===== config.mk =====
export PLATFORM = sky130hd
export DESIGN_NAME = iec_top
export DESIGN_NICKNAME = d
export VERILOG_FILES = /design/src/iec_pkg.sv /design/src/iec_top.sv
export SDC_FILE = /design/constraint.sdc
export NUM_CORES = 1
export LEC_CHECK = 0
export BUFFER_PORTS_ARGS = -buffer_cell sky130_fd_sc_hd__buf_2
export CORE_ASPECT_RATIO = 1.75
export CORE_MARGIN = 1
export CORE_UTILIZATION = 51
export CTS_CLUSTER_DIAMETER = 60
export DETAILED_ROUTE_END_ITERATION = 8
export PLACE_DENSITY = 0.87
export SYNTH_ARGS = -nofsm -noshare
export SYNTH_HDL_FRONTEND = slang
export SYNTH_SLANG_ARGS = --single-unit

===== constraint.sdc =====
create_clock -name MCLK -period 5.6 [get_ports MCLK]
set_input_delay 0.28 -clock MCLK [delete_from_list [all_inputs] [get_ports MCLK]]
set_output_delay 0.28 -clock MCLK [all_outputs]
set_load 0.005 [all_outputs]

===== src/iec_pkg.sv =====
// Package for the interrupt edge and port input controller.
// Assumes a 32-bit AXI4-Lite register bus; offsets below are register indices.
package iec_pkg;

    // Register indices; byte address is four times the index
    localparam logic [7:0] IDX_STACK_POINTER = 8'h02;
    localparam logic [7:0] IDX_IRQ_ENABLE    = 8'h04;
    localparam logic [7:0] IDX_IRQ_REQUEST   = 8'h05;
    localparam logic [7:0] IDX_EDGE_SELECT   = 8'h0c;
    localparam logic [7:0] IDX_PA_IN_ENABLE  = 8'h0d;
    localparam logic [7:0] IDX_PB_IN_ENABLE  = 8'h0e;
    localparam logic [7:0] IDX_PA_DATA       = 8'h10;
    localparam logic [7:0] IDX_PA_DIRECTION  = 8'h11;
    localparam logic [7:0] IDX_PA_PULLUP     = 8'h12;

    // Values after reset
    localparam logic [7:0] RST_BYTE = 8'h00;
    localparam logic [7:0] RST_SP   = 8'h00;

    // Implemented bit masks
    localparam logic [7:0] IRQ_MASK   = 8'hd7;
    localparam logic [7:0] EDGE_MASK  = 8'h1f;
    localparam logic [7:0] PA_EN_MASK = 8'hf9;
    localparam logic [7:0] PB_EN_MASK = 8'h81;

    // Request bit positions
    localparam int BIT_TMR3 = 7;
    localparam int BIT_TMR2 = 6;
    localparam int BIT_CMP  = 4;
    localparam int BIT_T16  = 2;
    localparam int BIT_PB0  = 1;
    localparam int BIT_PA   = 0;

    // Edge select field positions
    localparam int ES_T16    = 4;
    localparam int ES_PB0_LO = 2;
    localparam int ES_PA_LO  = 0;

    // Two-bit edge codes
    localparam logic [1:0] EDGE_BOTH = 2'b00;
    localparam logic [1:0] EDGE_RISE = 2'b01;
    localparam logic [1:0] EDGE_FALL = 2'b10;

    // Fixed interrupt vector
    localparam logic [15:0] IRQ_VECTOR = 16'h0010;
    localparam logic [7:0]  SP_STEP    = 8'h02;

    // AXI responses
    localparam logic [1:0] RESP_OKAY   = 2'b00;
    localparam logic [1:0] RESP_DECERR = 2'b11;

    // Entry / return sequencer, Gray coded along the entry path only
    typedef enum logic [2:0] {
        ST_IDLE    = 3'b000,
        ST_PUSH_LO = 3'b001,
        ST_PUSH_HI = 3'b011,
        ST_VECTOR  = 3'b010,
        ST_POP_LO  = 3'b110,
        ST_POP_HI  = 3'b111,
        ST_RESUME  = 3'b101
    } iec_state_t;

endpackage


===== src/iec_top.sv =====
// Interrupt edge select, entry/return sequencer and port input enables.
// Assumes the core pulses its instruction signals for one MCLK cycle, and that
// the stack memory shows read data while its read strobe is high.
//
// Notes on behaviour
// Sixteen_bit_timer edge bit: 0 rising, 1 falling of the chosen counter bit.
// Port B bit0 edge field: 00 both, 01 rising, 10 falling, 11 reserved.
// Port A bit0/bit5 edge field uses the same two-bit encoding.
// Software writes zero to upper edge bits; edge register is write-only.
// Interrupt entry saves the program counter to stack at stack pointer.
// Entry then increases the stack pointer by two.
// Entry clears the global interrupt enable.
// Entry fetches next instruction from the fixed vector address.
// Return reloads counter from stack, decreases pointer by two, resumes.
// Return sets the global interrupt enable again.
// Software sets enables, clears flags, then enables globally.
// Global disable blocks every source regardless of per-source enables.
// Handler should clear only its own serviced request flag.
// Software reserves two stack bytes per nesting level, more with pushes.
// Port A enable bits 7,6 gate input and wake-up; reset 00.
// Port A enable bit 5 gates input, wake-up and interrupt; reset 0.
// Port A enable bits 4,3 gate input and wake-up; bits 2,1 reserved.
// Port A enable bit 0 gates input, wake-up and interrupt; reset 0.
// Port B enable bit 7 gates input and wake-up; bits 6..1 reserved.
// Port B enable bit 0 gates input, wake-up and interrupt request.
// Port A data register: eight read/write bits, reset zero.
// Port A direction bit: 0 input, 1 output; reset all inputs.
// Port A pull-up bit enables the pin's pull-up; reset zero.
// Enable bits: 7 tmr3, 6 tmr2, 4 cmp, 2 t16, 1 pb0, 0 pa.
// Request flags set by hardware, held until software writes them clear.
// Flags set by their events even while the enable bit is zero.
// Interrupt taken only with global enable and an enabled pending flag.
// Pins synchronised before edge detection; one flag set per transition.
//
// Chosen here: register access over AXI4-Lite.
`timescale 1ns/10ps
`default_nettype none

module iec_top
    import iec_pkg::*;
(
    // Clock and reset
    input  wire logic        MCLK,
    input  wire logic        SYS_RST,
    // AXI4-Lite write address and data
    input  wire logic [31:0] AWADDR,
    input  wire logic        AWVALID,
    output logic             AWREADY,
    input  wire logic [31:0] WDATA,
    input  wire logic [3:0]  WSTRB,
    input  wire logic        WVALID,
    output logic             WREADY,
    // AXI4-Lite write response
    output logic [1:0]       BRESP,
    output logic             BVALID,
    input  wire logic        BREADY,
    // AXI4-Lite read
    input  wire logic [31:0] ARADDR,
    input  wire logic        ARVALID,
    output logic             ARREADY,
    output logic [31:0]      RDATA,
    output logic [1:0]       RRESP,
    output logic             RVALID,
    input  wire logic        RREADY,
    // Event sources
    input  wire logic        T16_SEL_BIT,
    input  wire logic        TMR2_EVENT,
    input  wire logic        TMR3_EVENT,
    input  wire logic        CMP_EVENT,
    // Port pins
    input  wire logic [7:0]  PA_PIN_IN,
    input  wire logic [7:0]  PB_PIN_IN,
    output logic [7:0]       PA_OUT,
    output logic [7:0]       PA_OE,
    output logic [7:0]       PA_PULLUP,
    output logic [7:0]       PA_DIN,
    output logic [7:0]       PB_DIN,
    output logic             WAKE_EVENT,
    // CPU core sequencing
    input  wire logic [15:0] CPU_PC,
    input  wire logic        CPU_BOUNDARY,
    input  wire logic        CPU_ENGINT,
    input  wire logic        CPU_DISGINT,
    input  wire logic        CPU_RETI,
    output logic             CPU_HOLD,
    output logic             CPU_PC_LOAD,
    output logic [15:0]      CPU_PC_NEW,
    output logic             GIE,
    // Stack memory port
    output logic [7:0]       STK_ADDR,
    output logic [7:0]       STK_WDATA,
    output logic             STK_WE,
    output logic             STK_RE,
    input  wire logic [7:0]  STK_RDATA
);

    ////////////////////////////////////////////////////////////////////////////
    // Functions

    // Edge qualifier shared by both two-bit pin fields; 11 never fires
    function automatic logic edge_hit(input logic [1:0] mode, input logic rise,
                                      input logic fall);
        edge_hit = ((mode == EDGE_BOTH) & (rise | fall)) |
                   ((mode == EDGE_RISE) & rise) |
                   ((mode == EDGE_FALL) & fall);
    endfunction

    // Register index from a byte address; word-aligned decode only
    function automatic logic [7:0] reg_index(input logic [31:0] addr);
        reg_index = addr[9:2];
    endfunction

    ////////////////////////////////////////////////////////////////////////////
    // Registers

    logic [7:0]  sp_r, sp_nxt;
    logic [7:0]  irq_en_r, irq_en_nxt;
    logic [7:0]  irq_req_r, irq_req_nxt;
    logic [7:0]  edge_sel_r, edge_sel_nxt;
    logic [7:0]  pa_ien_r, pa_ien_nxt;
    logic [7:0]  pb_ien_r, pb_ien_nxt;
    logic [7:0]  pa_data_r, pa_data_nxt;
    logic [7:0]  pa_dir_r, pa_dir_nxt;
    logic [7:0]  pa_pull_r, pa_pull_nxt;
    logic        gie_r, gie_nxt;

    logic        aw_full_r, aw_full_nxt;
    logic        w_full_r, w_full_nxt;
    logic [7:0]  aw_idx_r, aw_idx_nxt;
    logic [7:0]  w_data_r, w_data_nxt;
    logic        w_lane0_r, w_lane0_nxt;
    logic        awready_r, wready_r, bvalid_r, arready_r, rvalid_r;
    logic [1:0]  bresp_r, bresp_nxt, rresp_r, rresp_nxt;
    logic [31:0] rdata_r, rdata_nxt;
    logic        bvalid_nxt, rvalid_nxt;

    logic [7:0]  pa_s1_r, pa_s2_r, pa_s3_r;
    logic [7:0]  pb_s1_r, pb_s2_r, pb_s3_r;
    logic        t16_prev_r;

    iec_state_t  state_r, state_nxt;
    logic [15:0] pc_save_r, pc_save_nxt;
    logic [7:0]  pop_lo_r, pop_lo_nxt;

    logic        hold_r, pc_load_r, stk_we_r, stk_re_r, wake_r;
    logic [15:0] pc_new_r, pc_new_nxt;
    logic [7:0]  stk_addr_r, stk_addr_nxt, stk_wdata_r, stk_wdata_nxt;
    logic [7:0]  pa_din_r, pb_din_r;

    ////////////////////////////////////////////////////////////////////////////
    // AXI4-Lite slave: one write and one read in flight

    wire aw_hs    = AWVALID & awready_r;
    wire w_hs     = WVALID & wready_r;
    wire ar_hs    = ARVALID & arready_r;
    wire do_write = aw_full_r & w_full_r & ~bvalid_r;
    wire wr_en    = do_write & w_lane0_r;
    wire [7:0] wr_idx = aw_idx_r;
    wire [7:0] rd_idx = reg_index(ARADDR);

    // Address and data held until both arrive, in either order
    assign aw_full_nxt = (aw_full_r | aw_hs) & ~do_write;
    assign w_full_nxt  = (w_full_r | w_hs) & ~do_write;
    assign aw_idx_nxt  = aw_hs ? reg_index(AWADDR) : aw_idx_r;
    assign w_data_nxt  = w_hs ? WDATA[7:0] : w_data_r;
    assign w_lane0_nxt = w_hs ? WSTRB[0] : w_lane0_r;
    assign bvalid_nxt  = do_write | (bvalid_r & ~BREADY);
    assign rvalid_nxt  = ar_hs | (rvalid_r & ~RREADY);

    // Known indices answer OKAY; anything else gets DECERR
    wire wr_known = (wr_idx == IDX_STACK_POINTER) | (wr_idx == IDX_IRQ_ENABLE) |
                    (wr_idx == IDX_IRQ_REQUEST) | (wr_idx == IDX_EDGE_SELECT) |
                    (wr_idx == IDX_PA_IN_ENABLE) | (wr_idx == IDX_PB_IN_ENABLE) |
                    (wr_idx == IDX_PA_DATA) | (wr_idx == IDX_PA_DIRECTION) |
                    (wr_idx == IDX_PA_PULLUP);
    assign bresp_nxt = do_write ? (wr_known ? RESP_OKAY : RESP_DECERR) : bresp_r;

    // Read mux; write-only registers read as zero
    logic [7:0] rd_byte;
    logic       rd_known;
    always_comb begin
        rd_byte  = 8'h00;
        rd_known = 1'b1;
        case (rd_idx)
            IDX_STACK_POINTER: rd_byte = sp_r;
            IDX_IRQ_ENABLE:    rd_byte = irq_en_r;
            IDX_IRQ_REQUEST:   rd_byte = irq_req_r;
            IDX_EDGE_SELECT:   rd_byte = 8'h00;
            IDX_PA_IN_ENABLE:  rd_byte = 8'h00;
            IDX_PB_IN_ENABLE:  rd_byte = 8'h00;
            // Output pins read the latch, input pins the gated pad
            IDX_PA_DATA:       rd_byte = (pa_data_r & pa_dir_r) | (pa_din_r & ~pa_dir_r);
            IDX_PA_DIRECTION:  rd_byte = pa_dir_r;
            IDX_PA_PULLUP:     rd_byte = pa_pull_r;
            default:           rd_known = 1'b0;
        endcase
    end
    assign rdata_nxt = ar_hs ? {24'h00_0000, rd_byte} : rdata_r;
    assign rresp_nxt = ar_hs ? (rd_known ? RESP_OKAY : RESP_DECERR) : rresp_r;

    // Bus handshake flops
    always_ff @(posedge MCLK or posedge SYS_RST) begin
        if (SYS_RST) begin
            aw_full_r <= 1'b0;
            w_full_r  <= 1'b0;
            aw_idx_r  <= RST_BYTE;
            w_data_r  <= RST_BYTE;
            w_lane0_r <= 1'b0;
            awready_r <= 1'b0;
            wready_r  <= 1'b0;
            arready_r <= 1'b0;
            bvalid_r  <= 1'b0;
            rvalid_r  <= 1'b0;
            bresp_r   <= RESP_OKAY;
            rresp_r   <= RESP_OKAY;
            rdata_r   <= 32'h0000_0000;
        end else begin
            aw_full_r <= aw_full_nxt;
            w_full_r  <= w_full_nxt;
            aw_idx_r  <= aw_idx_nxt;
            w_data_r  <= w_data_nxt;
            w_lane0_r <= w_lane0_nxt;
            awready_r <= ~aw_full_nxt;
            wready_r  <= ~w_full_nxt;
            arready_r <= ~rvalid_nxt;
            bvalid_r  <= bvalid_nxt;
            rvalid_r  <= rvalid_nxt;
            bresp_r   <= bresp_nxt;
            rresp_r   <= rresp_nxt;
            rdata_r   <= rdata_nxt;
        end
    end

    ////////////////////////////////////////////////////////////////////////////
    // Pin synchronisers and edge detection

    // Two stages synchronise, a third keeps the last settled level
    always_ff @(posedge MCLK or posedge SYS_RST) begin
        if (SYS_RST) begin
            pa_s1_r    <= RST_BYTE;
            pa_s2_r    <= RST_BYTE;
            pa_s3_r    <= RST_BYTE;
            pb_s1_r    <= RST_BYTE;
            pb_s2_r    <= RST_BYTE;
            pb_s3_r    <= RST_BYTE;
            t16_prev_r <= 1'b0;
        end else begin
            pa_s1_r    <= PA_PIN_IN;
            pa_s2_r    <= pa_s1_r;
            pa_s3_r    <= pa_s2_r;
            pb_s1_r    <= PB_PIN_IN;
            pb_s2_r    <= pb_s1_r;
            pb_s3_r    <= pb_s2_r;
            t16_prev_r <= T16_SEL_BIT;
        end
    end

    // Disabled pins are cut off before edge logic: no wake, no request
    wire [7:0] pa_gated  = pa_s2_r & pa_ien_r;
    wire [7:0] pa_gprev  = pa_s3_r & pa_ien_r;
    wire [7:0] pb_gated  = pb_s2_r & pb_ien_r;
    wire [7:0] pb_gprev  = pb_s3_r & pb_ien_r;
    wire [7:0] pa_rise   = pa_gated & ~pa_gprev;
    wire [7:0] pa_fall   = ~pa_gated & pa_gprev;
    wire [7:0] pb_rise   = pb_gated & ~pb_gprev;
    wire [7:0] pb_fall   = ~pb_gated & pb_gprev;

    // Shared port A source: bit 0 and bit 5 both feed one flag
    wire pa_evt  = edge_hit(edge_sel_r[ES_PA_LO +: 2], pa_rise[0] | pa_rise[5],
                            pa_fall[0] | pa_fall[5]);
    wire pb0_evt = edge_hit(edge_sel_r[ES_PB0_LO +: 2], pb_rise[0], pb_fall[0]);
    wire t16_evt = edge_sel_r[ES_T16] ? (t16_prev_r & ~T16_SEL_BIT)
                                      : (~t16_prev_r & T16_SEL_BIT);

    // Any toggle on an enabled pin wakes the chip
    wire wake_nxt = |(pa_gated ^ pa_gprev) | |(pb_gated ^ pb_gprev);

    ////////////////////////////////////////////////////////////////////////////
    // Request flags and configuration

    // Events set flags regardless of enables
    wire [7:0] irq_set = {TMR3_EVENT, TMR2_EVENT, 1'b0, CMP_EVENT,
                          1'b0, t16_evt, pb0_evt, pa_evt};

    // A write replaces flags, but an event in the same cycle still lands
    assign irq_req_nxt = (((wr_en & (wr_idx == IDX_IRQ_REQUEST)) ? w_data_r : irq_req_r)
                         | irq_set) & IRQ_MASK;
    assign irq_en_nxt  = (wr_en & (wr_idx == IDX_IRQ_ENABLE)) ? (w_data_r & IRQ_MASK)
                                                              : irq_en_r;
    assign edge_sel_nxt = (wr_en & (wr_idx == IDX_EDGE_SELECT)) ? (w_data_r & EDGE_MASK)
                                                                : edge_sel_r;
    assign pa_ien_nxt  = (wr_en & (wr_idx == IDX_PA_IN_ENABLE)) ? (w_data_r & PA_EN_MASK)
                                                                : pa_ien_r;
    assign pb_ien_nxt  = (wr_en & (wr_idx == IDX_PB_IN_ENABLE)) ? (w_data_r & PB_EN_MASK)
                                                                : pb_ien_r;
    assign pa_data_nxt = (wr_en & (wr_idx == IDX_PA_DATA)) ? w_data_r : pa_data_r;
    assign pa_dir_nxt  = (wr_en & (wr_idx == IDX_PA_DIRECTION)) ? w_data_r : pa_dir_r;
    assign pa_pull_nxt = (wr_en & (wr_idx == IDX_PA_PULLUP)) ? w_data_r : pa_pull_r;

    ////////////////////////////////////////////////////////////////////////////
    // Entry and return sequencer

    // Global enable gates all sources; enables alone never fire
    wire pending = |(irq_req_r & irq_en_r);
    wire take    = (state_r == ST_IDLE) & gie_r & pending & CPU_BOUNDARY;
    wire ret     = (state_r == ST_IDLE) & ~take & CPU_RETI;

    always_comb begin
        state_nxt = state_r;
        case (state_r)
            ST_IDLE: begin
                if (take) begin
                    state_nxt = ST_PUSH_LO;
                end else if (ret) begin
                    state_nxt = ST_POP_LO;
                end
            end
            ST_PUSH_LO: state_nxt = ST_PUSH_HI;
            ST_PUSH_HI: state_nxt = ST_VECTOR;
            ST_VECTOR:  state_nxt = ST_IDLE;
            ST_POP_LO:  state_nxt = ST_POP_HI;
            ST_POP_HI:  state_nxt = ST_RESUME;
            ST_RESUME:  state_nxt = ST_IDLE;
            default:    state_nxt = ST_IDLE;
        endcase
    end

    assign pc_save_nxt = take ? CPU_PC : pc_save_r;
    // Low byte is on the bus during its own read strobe
    assign pop_lo_nxt  = (state_r == ST_POP_LO) ? STK_RDATA : pop_lo_r;

    // Stack pointer: sequencer steps take priority over a bus write
    always_comb begin
        sp_nxt = sp_r;
        if (wr_en & (wr_idx == IDX_STACK_POINTER)) begin
            sp_nxt = w_data_r;
        end
        if (state_r == ST_VECTOR) begin
            sp_nxt = sp_r + SP_STEP;
        end else if (state_r == ST_RESUME) begin
            sp_nxt = sp_r - SP_STEP;
        end
    end

    // Global enable: instructions, entry clears, return sets
    always_comb begin
        gie_nxt = gie_r;
        if (CPU_ENGINT) begin
            gie_nxt = 1'b1;
        end
        if (CPU_DISGINT) begin
            gie_nxt = 1'b0;
        end
        if (take) begin
            gie_nxt = 1'b0;
        end else if (state_r == ST_RESUME) begin
            gie_nxt = 1'b1;
        end
    end

    // Outputs registered from the state being entered
    wire stk_we_nxt  = (state_nxt == ST_PUSH_LO) | (state_nxt == ST_PUSH_HI);
    wire stk_re_nxt  = (state_nxt == ST_POP_LO) | (state_nxt == ST_POP_HI);
    wire pc_load_nxt = (state_nxt == ST_VECTOR) | (state_nxt == ST_RESUME);
    wire hold_nxt    = (state_nxt != ST_IDLE);

    always_comb begin
        stk_addr_nxt  = stk_addr_r;
        stk_wdata_nxt = stk_wdata_r;
        pc_new_nxt    = pc_new_r;
        case (state_nxt)
            ST_PUSH_LO: begin
                stk_addr_nxt  = sp_r;
                stk_wdata_nxt = CPU_PC[7:0];
            end
            ST_PUSH_HI: begin
                stk_addr_nxt  = sp_r + 8'h01;
                stk_wdata_nxt = pc_save_r[15:8];
            end
            ST_VECTOR:  pc_new_nxt   = IRQ_VECTOR;
            ST_POP_LO:  stk_addr_nxt = sp_r - SP_STEP;
            ST_POP_HI:  stk_addr_nxt = sp_r - 8'h01;
            ST_RESUME:  pc_new_nxt   = {STK_RDATA, pop_lo_r};
            default:    pc_new_nxt   = pc_new_r;
        endcase
    end

    ////////////////////////////////////////////////////////////////////////////
    // State flops

    always_ff @(posedge MCLK or posedge SYS_RST) begin
        if (SYS_RST) begin
            state_r     <= ST_IDLE;
            pc_save_r   <= 16'h0000;
            pop_lo_r    <= RST_BYTE;
            sp_r        <= RST_SP;
            gie_r       <= 1'b0;
            irq_en_r    <= RST_BYTE;
            irq_req_r   <= RST_BYTE;
            edge_sel_r  <= RST_BYTE;
            pa_ien_r    <= RST_BYTE;
            pb_ien_r    <= RST_BYTE;
            pa_data_r   <= RST_BYTE;
            pa_dir_r    <= RST_BYTE;
            pa_pull_r   <= RST_BYTE;
            hold_r      <= 1'b0;
            pc_load_r   <= 1'b0;
            pc_new_r    <= 16'h0000;
            stk_we_r    <= 1'b0;
            stk_re_r    <= 1'b0;
            stk_addr_r  <= RST_BYTE;
            stk_wdata_r <= RST_BYTE;
            pa_din_r    <= RST_BYTE;
            pb_din_r    <= RST_BYTE;
            wake_r      <= 1'b0;
        end else begin
            state_r     <= state_nxt;
            pc_save_r   <= pc_save_nxt;
            pop_lo_r    <= pop_lo_nxt;
            sp_r        <= sp_nxt;
            gie_r       <= gie_nxt;
            irq_en_r    <= irq_en_nxt;
            irq_req_r   <= irq_req_nxt;
            edge_sel_r  <= edge_sel_nxt;
            pa_ien_r    <= pa_ien_nxt;
            pb_ien_r    <= pb_ien_nxt;
            pa_data_r   <= pa_data_nxt;
            pa_dir_r    <= pa_dir_nxt;
            pa_pull_r   <= pa_pull_nxt;
            hold_r      <= hold_nxt;
            pc_load_r   <= pc_load_nxt;
            pc_new_r    <= pc_new_nxt;
            stk_we_r    <= stk_we_nxt;
            stk_re_r    <= stk_re_nxt;
            stk_addr_r  <= stk_addr_nxt;
            stk_wdata_r <= stk_wdata_nxt;
            pa_din_r    <= pa_gated;
            pb_din_r    <= pb_gated;
            wake_r      <= wake_nxt;
        end
    end

    ////////////////////////////////////////////////////////////////////////////
    // Outputs

    assign AWREADY    = awready_r;
    assign WREADY     = wready_r;
    assign BVALID     = bvalid_r;
    assign BRESP      = bresp_r;
    assign ARREADY    = arready_r;
    assign RVALID     = rvalid_r;
    assign RDATA      = rdata_r;
    assign RRESP      = rresp_r;
    assign PA_OUT     = pa_data_r;
    assign PA_OE      = pa_dir_r;
    assign PA_PULLUP  = pa_pull_r;
    assign PA_DIN     = pa_din_r;
    assign PB_DIN     = pb_din_r;
    assign WAKE_EVENT = wake_r;
    assign CPU_HOLD   = hold_r;
    assign CPU_PC_LOAD = pc_load_r;
    assign CPU_PC_NEW = pc_new_r;
    assign GIE        = gie_r;
    assign STK_ADDR   = stk_addr_r;
    assign STK_WDATA  = stk_wdata_r;
    assign STK_WE     = stk_we_r;
    assign STK_RE     = stk_re_r;

endmodule

`default_nettype wire


==> results of run 1 <==
## per-stage QoR
stage,hold slack [ns],utilization (%),std cells
3_3_place_gp,0.331,57.3,1070
2_1_floorplan,0.311,-,786
6_report,-0.0332,61.6,1111
4_1_cts,0.000959,61.6,1111
3_5_place_dp,0.335,57.3,1070
5_1_grt,0.0112,61.6,1111
## registers in the layout, indices dropped and copies added (netlist names), 3 cells and up
signal / flops
irq_en_r: 6
edge_sel_r: 5
STK_WDATA: 8
state_r: 3
pc_save_r: 8
aw_idx_r: 8
sp_r: 8
CPU_PC_NEW: 16
irq_req_r: 6
pa_s3_r: 6
pa_s1_r: 6
RDATA: 8
pa_s2_r: 6
w_data_r: 8
PA_DIN: 6
STK_ADDR: 8
PA_PULLUP: 8
PA_OUT: 8
PA_OE: 8
pop_lo_r: 8
pa_ien_r: 6
## metal layers
metal	vias up	track usage, %	part of all wire, %
met2	221	43.9	55
met1	3015	23.6	36
met5	-	0	0
li1	2915	-	-
met4	0	14.7	4.9
met3	57	4.67	4.5
## power by group
group	internal [mW]	switching, mW
logic	0.619	0.711
registers	1.64	0.382
clock network	0.604	0.582
total	2.86	1.67
## critical path: stages (launching register included)
cell,delay (ns)
dfrtp_1,0.93
nand3b_1,0.20
inv_1,0.45
ha_1,0.34
a21o_1,0.19
and4_1,0.25
or4_1,0.49
a21oi_1,0.19
a2111oi_0,0.09
## cell type report
type / instances / area (um^2) / share of cell area, %
tap: 189 / 236 / 2.40
sequential: 181 / 4530 / 46.1
clock buffer: 17 / 425 / 4.33
clock inverter: 15 / 178 / 1.81
multi-input combinational: 509 / 3440 / 35.0
inverter: 30 / 118 / 1.20
timing repair buffer: 170 / 903 / 9.19
## logic make-up after synthesis
group,count (synthesis),synth area share (%)
XOR/XNOR,13,1.36
flip-flops,181,54.0
adder cells (fa/ha/maj),15,2.33
multiplexers,75,9.93
other,1,0.0447
AO/OA/AOI/OAI,159,12.8
buffers and inverters,96,6.40
AND/OR/NAND/NOR,215,13.2
## worst max-delay path by stage
stage / from / cells past startpoint / to
after floorplan: SYS_RST / 1 / ARREADY
after global placement: state_r[2] / 8 / STK_ADDR[5]
after detailed placement: state_r[2] / 8 / STK_ADDR[5]
after CTS: state_r[2] / 8 / STK_ADDR[5]
after global routing: state_r[2] / 8 / STK_ADDR[5]
final: state_r[2] / 8 / STK_ADDR[5]
## cell usage in the layout (no fill, tap or decap), drive strengths merged, types with 6 or more instances in the layout
cell type,count
o22ai,9
nor3,12
a21oi,24
nand3b,6
inv,37
nor2b,6
nand2,97
o211ai,11
and2,7
dfrtp,181
dlygate4sd3,9
clkbuf,17
conb,32
buf,161
nor2,37
a2bb2oi,8
nand3,11
a211oi,7
mux2i,9
nand2b,7
a31oi,7
clkinv,7
mux2,66
xor2,7
ha,14
or3,7
xnor2,6
o21ai,46
==> results.py, run 1 <==
metrics = {
    "setup_path": {
        "worst_setup_path_start_kind": "register",
        "critPathRequiredTime_ns": 5.88,
        "worstSetupEndpointType": "register",
        "rr_startpoint": "state_r[2]",
        "path_class": "reg2reg",
        "crit_path_max_fanout": 27,
        "ff2ff_path_depth": 8,
        "cp.arrival_ns": 3.57,
        "r2r-end": "STK_ADDR[5]",
        "rrSetupSlack_ns": 2.31,
    },
    "place": {
        "dp_slack_ns": 2.42,
        "place.gp.congestion": 0.894,
        "port_buffers": 158,
        "place_hpwl_mm": 14.4,
        "dpl-instance-area_um2": 9140,
    },
    "power": {
        "peakVddDrop_v": 0.000243,
        "power-per-cell-area_nw_per_um2": 461,
        "power.total_mw": 4.53,
        "leakage_nw": 4.83,
    },
    "detailed_routing": {
        "viasPerCell": 5.59,
        "drc": 0,
        "first_pass_iters": 5,
        "antenna_left": 0,
        "wirelength_mm": 19.4,
        "drtIter0Drc": 358,
        "num_vias": 6208,
        "post_drt_wl_per_cell_um": 17.5,
    },
    "cells_and_area": {
        "drive_gt1_share_pct": 30.0,
        "n_antenna_cell": 0,
        "stdcell_area_um2": 9830,
        "area_growth_pct": 17.2,
        "fillers": 1326,
        "nets": 1079,
    },
    "global_route": {
        "grt_pass1_wl_mm": 30.4,
        "grt_overflow": 0,
        "antenna_found_initial": 0,
        "grt_max_degree": 81,
        "grtUsageTotal_pct": 23.5,
        "grt_pass1_vias": 6140,
    },
    "sta": {
        "finalSetupTns_ns": 0,
        "worstMarginPinSlew_ns": 1.21,
        "finalMaxSlewViolations": 0,
        "fin_crit_sh_pct": 58.8,
        "holdWs_ns": -0.0332,
        "min_period_ns": 3.29,
        "layout_setup_ws_ns": 2.31,
        "hold_viol": 40,
        "clock_skew_ns": 0.0132,
        "rsz0062_at_grt": "false",
        "clock.fmax_mhz": 304,
        "setup_viol": 0,
        "max_slew_margin_pct": 18.5,
    },
    "cts": {
        "cts_sinks": 181,
        "cts_buffer_depth": 2,
        "cts_tree": "yes",
        "hold_buffers": 9,
        "ctsResizeCount": 0,
        "ctsHtreeMaxLevel": 4,
        "cts_inserted_buffers": 17,
        "cts_root_buf": "clkbuf_16",
        "clock_latency_ns": 0.44,
        "clk_pin_slew_ns": 0.08,
        "post-cts-setup-buffers": 0,
    },
    "floorplanning": {
        "die-area_um2": 17000,
        "chipHeight_um": 172,
        "start_util_pct": 52.6,
        "die_x_um": 99.0,
        "ioPinCount": 274,
        "fp.coreArea_um2": 16000,
        "placementRows": 61,
    },
    "logic_synthesis": {
        "netlist_instances": 755,
        "synth.most_common_cell": "dfrtp_1",
        "synth_cell_types": 68,
        "syn_area_per_cell_um2": 11.1,
        "async_flop_share_pct": 100,
        "yosys_register_bits": 181,
        "synth_top_area_share_pct": 54.0,
        "synth-seq-area-share_pct": 54.0,
        "synthFlopType": "dfrtp_1",
        "synth_commonest_cells": "dfrtp_1, nand2_1, mux2_2",
        "netlist_area_um2": 8390,
        "ys_warn_count": 0,
        "synth_edf_count": 0,
        "yosysTopAreaCell": "dfrtp_1",
        "synth_area_leaders": "dfrtp_1, mux2_2, nand2_1",
    },
    "status": {
        "violations": "hold timing",
        "status": "finished with violations",
    },
    "hold_path": {
        "hold_path.class": "in2async",
    },
    "job": {
        "drv_cap": 0,
    },
}
Note: power is estimated with default switching activity, not from simulation.
==> inputs of run 2 (changes only) <==
==> constraint.sdc (replaced) <==
create_clock -name MCLK -period 3.3 [get_ports MCLK]
set_input_delay 0.165 -clock MCLK [delete_from_list [all_inputs] [get_ports MCLK]]
set_output_delay 0.165 -clock MCLK [all_outputs]
set_load 0.005 [all_outputs]
==> results.py, run 2 (same netlist as run 1, synthesis figures left out) <==
metrics = {
    "cells_and_area": {
        "nets": 1123,
        "largest_register_ffs": 16,
        "n_antenna_cell": 0,
        "stdcell_area_um2": 10300,
        "layout_common_cells": "dfrtp_1, buf_2, nand2_1, mux2_2, dlygate4sd3_1",
        "final_common_cell": "dfrtp_1",
        "drive_gt1_share_pct": 29.2,
        "area_growth_pct": 22.9,
    },
    "sta": {
        "min_period_ns": 2.64,
        "worstMarginPinSlew_ns": 1.18,
        "clock.fmax_mhz": 378,
        "clock_skew_ns": 0.0160,
        "hold_viol": 0,
        "fin_crit_sh_pct": 80.1,
        "finalMaxSlewViolations": 0,
        "max_slew_margin_pct": 20.5,
        "rsz0062_at_grt": "false",
        "layout_setup_ws_ns": 0.657,
        "setup_viol": 0,
        "finalSetupTns_ns": 0,
    },
    "setup_path": {
        "worstSetupEndpointType": "register",
        "path_class": "reg2reg",
        "cp.arrival_ns": 2.91,
        "critPathRequiredTime_ns": 3.57,
        "crit_path_max_fanout": 11,
        "worst_setup_path_start_kind": "register",
    },
    "floorplanning": {
        "ioPinCount": 274,
        "start_util_pct": 52.6,
        "die-area_um2": 17000,
        "placementRows": 61,
        "chipHeight_um": 172,
        "fp.coreArea_um2": 16000,
        "die_x_um": 99.0,
    },
    "global_route": {
        "antenna_found_initial": 0,
        "grt_pass1_vias": 6378,
        "grt_pass1_wl_mm": 32.0,
        "grt_overflow": 0,
        "grt_max_degree": 64,
        "grtUsageTotal_pct": 24.8,
    },
    "detailed_routing": {
        "num_vias": 6481,
        "drtIter0Drc": 323,
        "drc": 0,
        "wirelength_mm": 20.3,
        "post_drt_wl_per_cell_um": 17.5,
        "antenna_left": 0,
        "viasPerCell": 5.61,
        "first_pass_iters": 7,
    },
    "cts": {
        "ctsHtreeMaxLevel": 4,
        "clock_latency_ns": 0.44,
        "cts_sinks": 181,
        "post-cts-setup-buffers": 0,
        "cts_buffer_depth": 2,
        "cts_inserted_buffers": 17,
        "cts_tree": "yes",
        "cts_root_buf": "clkbuf_16",
        "clk_pin_slew_ns": 0.08,
    },
    "hold_path": {
        "hold_path.class": "in2reg",
    },
    "place": {
        "dpl-instance-area_um2": 9200,
        "dp_slack_ns": 0.749,
        "port_buffers": 158,
        "place_hpwl_mm": 14.5,
        "place.gp.congestion": 0.918,
    },
    "power": {
        "leakage_nw": 5.04,
        "peakVddDrop_v": 0.000593,
        "power-per-cell-area_nw_per_um2": 766,
    },
    "job": {
        "drv_cap": 0,
    },
    "status": {
        "status": "completed",
    },
}
run 2: cell count changes in the layout (fill, tap and decap cells not counted):
cell           before  now
buf_4               3    6
inv_6               4    1
clkinv_8            5    6
inv_8               4    5
clkinv_4            2    0
inv_12              0    3
buf_12              0    2
dlygate4sd3_1       9   48
run 2: cell type report:
| cell class | count | area [um^2] |
|---|---|---|
| flip-flops and latches | 181 | 4530 |
| well taps | 189 | 236 |
| repair buffers | 214 | 1360 |
| clock buffers | 17 | 425 |
| clock inverters | 15 | 211 |
| inverters | 30 | 116 |
| multi-input cells | 509 | 3440 |
| fillers | 1209 | 5630 |
run 2: path summary, 6_finish.rpt:
path                                 start            end  slack (ns)  cells after the start
min in group asynchronous          SYS_RST  CPU_PC_NEW[8]        0.48                      3
worst max-delay path            state_r[0]    STK_ADDR[5]        0.66                      8
max in group asynchronous          SYS_RST    w_data_r[4]        2.00                      4
worst min-delay path             CPU_PC[2]   STK_WDATA[2]        0.03                      3
worst max register to register  state_r[0]    STK_ADDR[5]        0.66                      8
worst min register to register  pa_s1_r[0]     pa_s2_r[0]        0.35                      0
run 2: timing repair:
item | CTS | global route
gates resized for setup | 0 | 0
hold endpoints to repair | 96 | 0
hold buffers | 48 | 0
run 2: layer usage:
| metal | GRT usage, % | part of all wire, % |
|---|---|---|
| met1 | 25.1 | 35 |
| met3 | 5.12 | 5.2 |
| met5 | 0 | 0 |
| met4 | 16.0 | 4.9 |
| met2 | 45.6 | 55 |
run 2: stage by stage:
step / cells / utilization [%] / hold WS, ns / power, mW
after floorplan: 786 / - / 0.196 / 4.97
after global placement: 1075 / 57.7 / 0.273 / 5.63
after detailed placement: 1075 / 57.7 / 0.275 / 5.74
after CTS: 1155 / 64.7 / 0.0230 / 7.92
after global routing: 1155 / 64.7 / 0.0424 / 8.39
final: 1155 / 64.7 / 0.0338 / 7.91
run 2: critical path: stages, from the launching register on:
cell       delay, ns
dfrtp_1         0.55
nand3b_1        0.26
inv_1           0.24
ha_1            0.28
a21o_1          0.19
and4_1          0.24
or4_1           0.47
a21oi_1         0.16
a2111oi_0       0.09
run 2: power breakdown:
group | total, mW | switching [mW] | internal [mW]
clock | 2.11 | 1.05 | 1.06
combinational | 2.38 | 1.26 | 1.11
sequential | 3.42 | 0.640 | 2.78
==> inputs of run 3 (changes only) <==
==> constraint.sdc (replaced) <==
create_clock -name MCLK -period 2.7 [get_ports MCLK]
set_input_delay 0.135 -clock MCLK [delete_from_list [all_inputs] [get_ports MCLK]]
set_output_delay 0.135 -clock MCLK [all_outputs]
set_load 0.005 [all_outputs]
==> results.py, run 3 (same netlist as run 1, synthesis figures left out) <==
metrics = {
    "sta": {
        "setup_viol": 0,
        "clock_skew_ns": 0.00927,
        "rsz0062_at_grt": "false",
        "hold_viol": 0,
        "finalSetupTns_ns": 0,
        "worstMarginPinSlew_ns": 0.825,
        "finalMaxSlewViolations": 0,
        "fin_crit_sh_pct": 86.3,
        "clock.fmax_mhz": 429,
        "max_slew_margin_pct": 44.9,
        "holdWs_ns": 0.0186,
        "layout_setup_ws_ns": 0.371,
        "min_period_ns": 2.33,
    },
    "floorplanning": {
        "ioPinCount": 274,
        "die_x_um": 99.0,
        "fp.coreArea_um2": 16000,
        "chipHeight_um": 172,
        "die-area_um2": 17000,
        "placementRows": 61,
        "start_util_pct": 52.6,
    },
    "detailed_routing": {
        "viasPerCell": 5.64,
        "top_layer": "met4",
        "post_drt_wl_per_cell_um": 17.9,
        "antenna_left": 0,
        "num_vias": 6549,
        "wl_met2_mm": 11.7,
        "drc": 0,
        "first_pass_iters": 6,
        "wl_met1_mm": 7.27,
        "wl_met3_mm": 1.01,
        "drtIter0Drc": 393,
        "wirelength_mm": 20.8,
    },
    "setup_path": {
        "rr_startpoint": "state_r[0]",
        "path_class": "reg2reg",
        "worst_setup_path_start_kind": "register",
        "ff2ff_path_depth": 8,
        "endpoint": "STK_ADDR[5]",
        "worstSetupEndpointType": "register",
        "setup.worst_path.start": "state_r[0]",
        "critPathRequiredTime_ns": 2.97,
        "crit_path_max_fanout": 5,
        "r2r-end": "STK_ADDR[5]",
        "rrSetupSlack_ns": 0.37,
        "cp.arrival_ns": 2.60,
    },
    "global_route": {
        "grt_overflow": 0,
        "antenna_found_initial": 0,
        "grt_max_degree": 126,
        "grtUsageTotal_pct": 25.0,
        "grt_pass1_vias": 6602,
        "grt_pass1_wl_mm": 32.5,
    },
    "status": {
        "status": "completed",
    },
    "cts": {
        "cts_sinks": 181,
        "cts_inserted_buffers": 17,
        "cts_tree": "yes",
        "cts_buffer_depth": 2,
        "ctsHtreeMaxLevel": 4,
        "cts_root_buf": "clkbuf_16",
        "clock_latency_ns": 0.43,
        "clk_pin_slew_ns": 0.07,
    },
    "place": {
        "place_hpwl_mm": 14.8,
        "dp_slack_ns": 0.174,
        "port_buffers": 158,
        "place.gp.congestion": 0.897,
    },
    "cells_and_area": {
        "largest_register_ffs": 16,
        "final_common_cell": "dfrtp_1",
        "area_growth_pct": 22.9,
        "layout_common_cells": "dfrtp_1, buf_2, nand2_1, mux2_2, dlygate4sd3_1",
        "n_antenna_cell": 0,
        "nets": 1131,
        "fillers": 1235,
        "drive_gt1_share_pct": 29.7,
    },
    "hold_path": {
        "hold_path.class": "in2reg",
    },
    "power": {
        "leakage_nw": 5.05,
        "power.total_mw": 9.63,
        "power-per-cell-area_nw_per_um2": 934,
        "peakVddDrop_v": 0.000554,
    },
    "job": {
        "drv_cap": 0,
    },
}
run 3: metrics by stage:
| step | util, % | area (um^2) | instances |
|---|---|---|---|
| floorplan | - | 8510 | 786 |
| global placement | 58.0 | 9250 | 1083 |
| detailed placement | 58.0 | 9250 | 1083 |
| CTS | 64.6 | 10300 | 1162 |
| global route | 64.6 | 10300 | 1162 |
| finish | 64.6 | 10300 | 1162 |
run 3: metal layers:
metal	vias up	global-route usage [%]
met3	62	4.84
met2	255	47.7
met4	0	13.7
li1	3021	-
met5	-	0
met1	3211	25.1
run 3: worst min-delay path by stage:
stage	from	end	slack, ns	depth (start not counted)
final	CPU_PC[0]	STK_WDATA[0]	0.02	3
after global routing	CPU_PC[0]	STK_WDATA[0]	0.01	3
after floorplan	PA_PIN_IN[0]	pa_s1_r[0]	0.17	0
after global placement	PA_PIN_IN[3]	pa_s1_r[3]	0.24	1
after detailed placement	PA_PIN_IN[7]	pa_s1_r[7]	0.24	1
after CTS	CPU_PC[2]	STK_WDATA[2]	0.009	3
run 3: what timing repair did:
| item | CTS | global route |
|---|---|---|
| buffers inserted | 0 | 0 |
| resized for setup | 0 | 1 |
| setup endpoints to repair | 0 | 3 |
| hold buffers | 48 | 0 |
| endpoints found under the hold margin | 222 | 0 |
run 3: critical path, cell delays in order (launching register included):
cell and delay [ns]:
dfrtp_1 0.37, nand3b_1 0.19, inv_1 0.19, ha_1 0.27
a21o_1 0.19, and4_1 0.24, or4_1 0.47, a21oi_1 0.17
a2111oi_0 0.09
run 3: area by class of cell:
type | instances | area (um^2) | share of cell area, %
clock buffer | 19 | 443 | 4.30
clock inverter | 12 | 134 | 1.30
inverter | 30 | 116 | 1.13
multi-input combinational | 509 | 3450 | 33.4
sequential | 181 | 4530 | 43.9
tap | 189 | 236 | 2.29
timing repair buffer | 222 | 1400 | 13.6
run 3: where the power goes:
group	switching, mW	internal, mW
Clock	1.14	1.33
Sequential	0.714	3.40
Combinational	1.65	1.40
Total	3.50	6.13
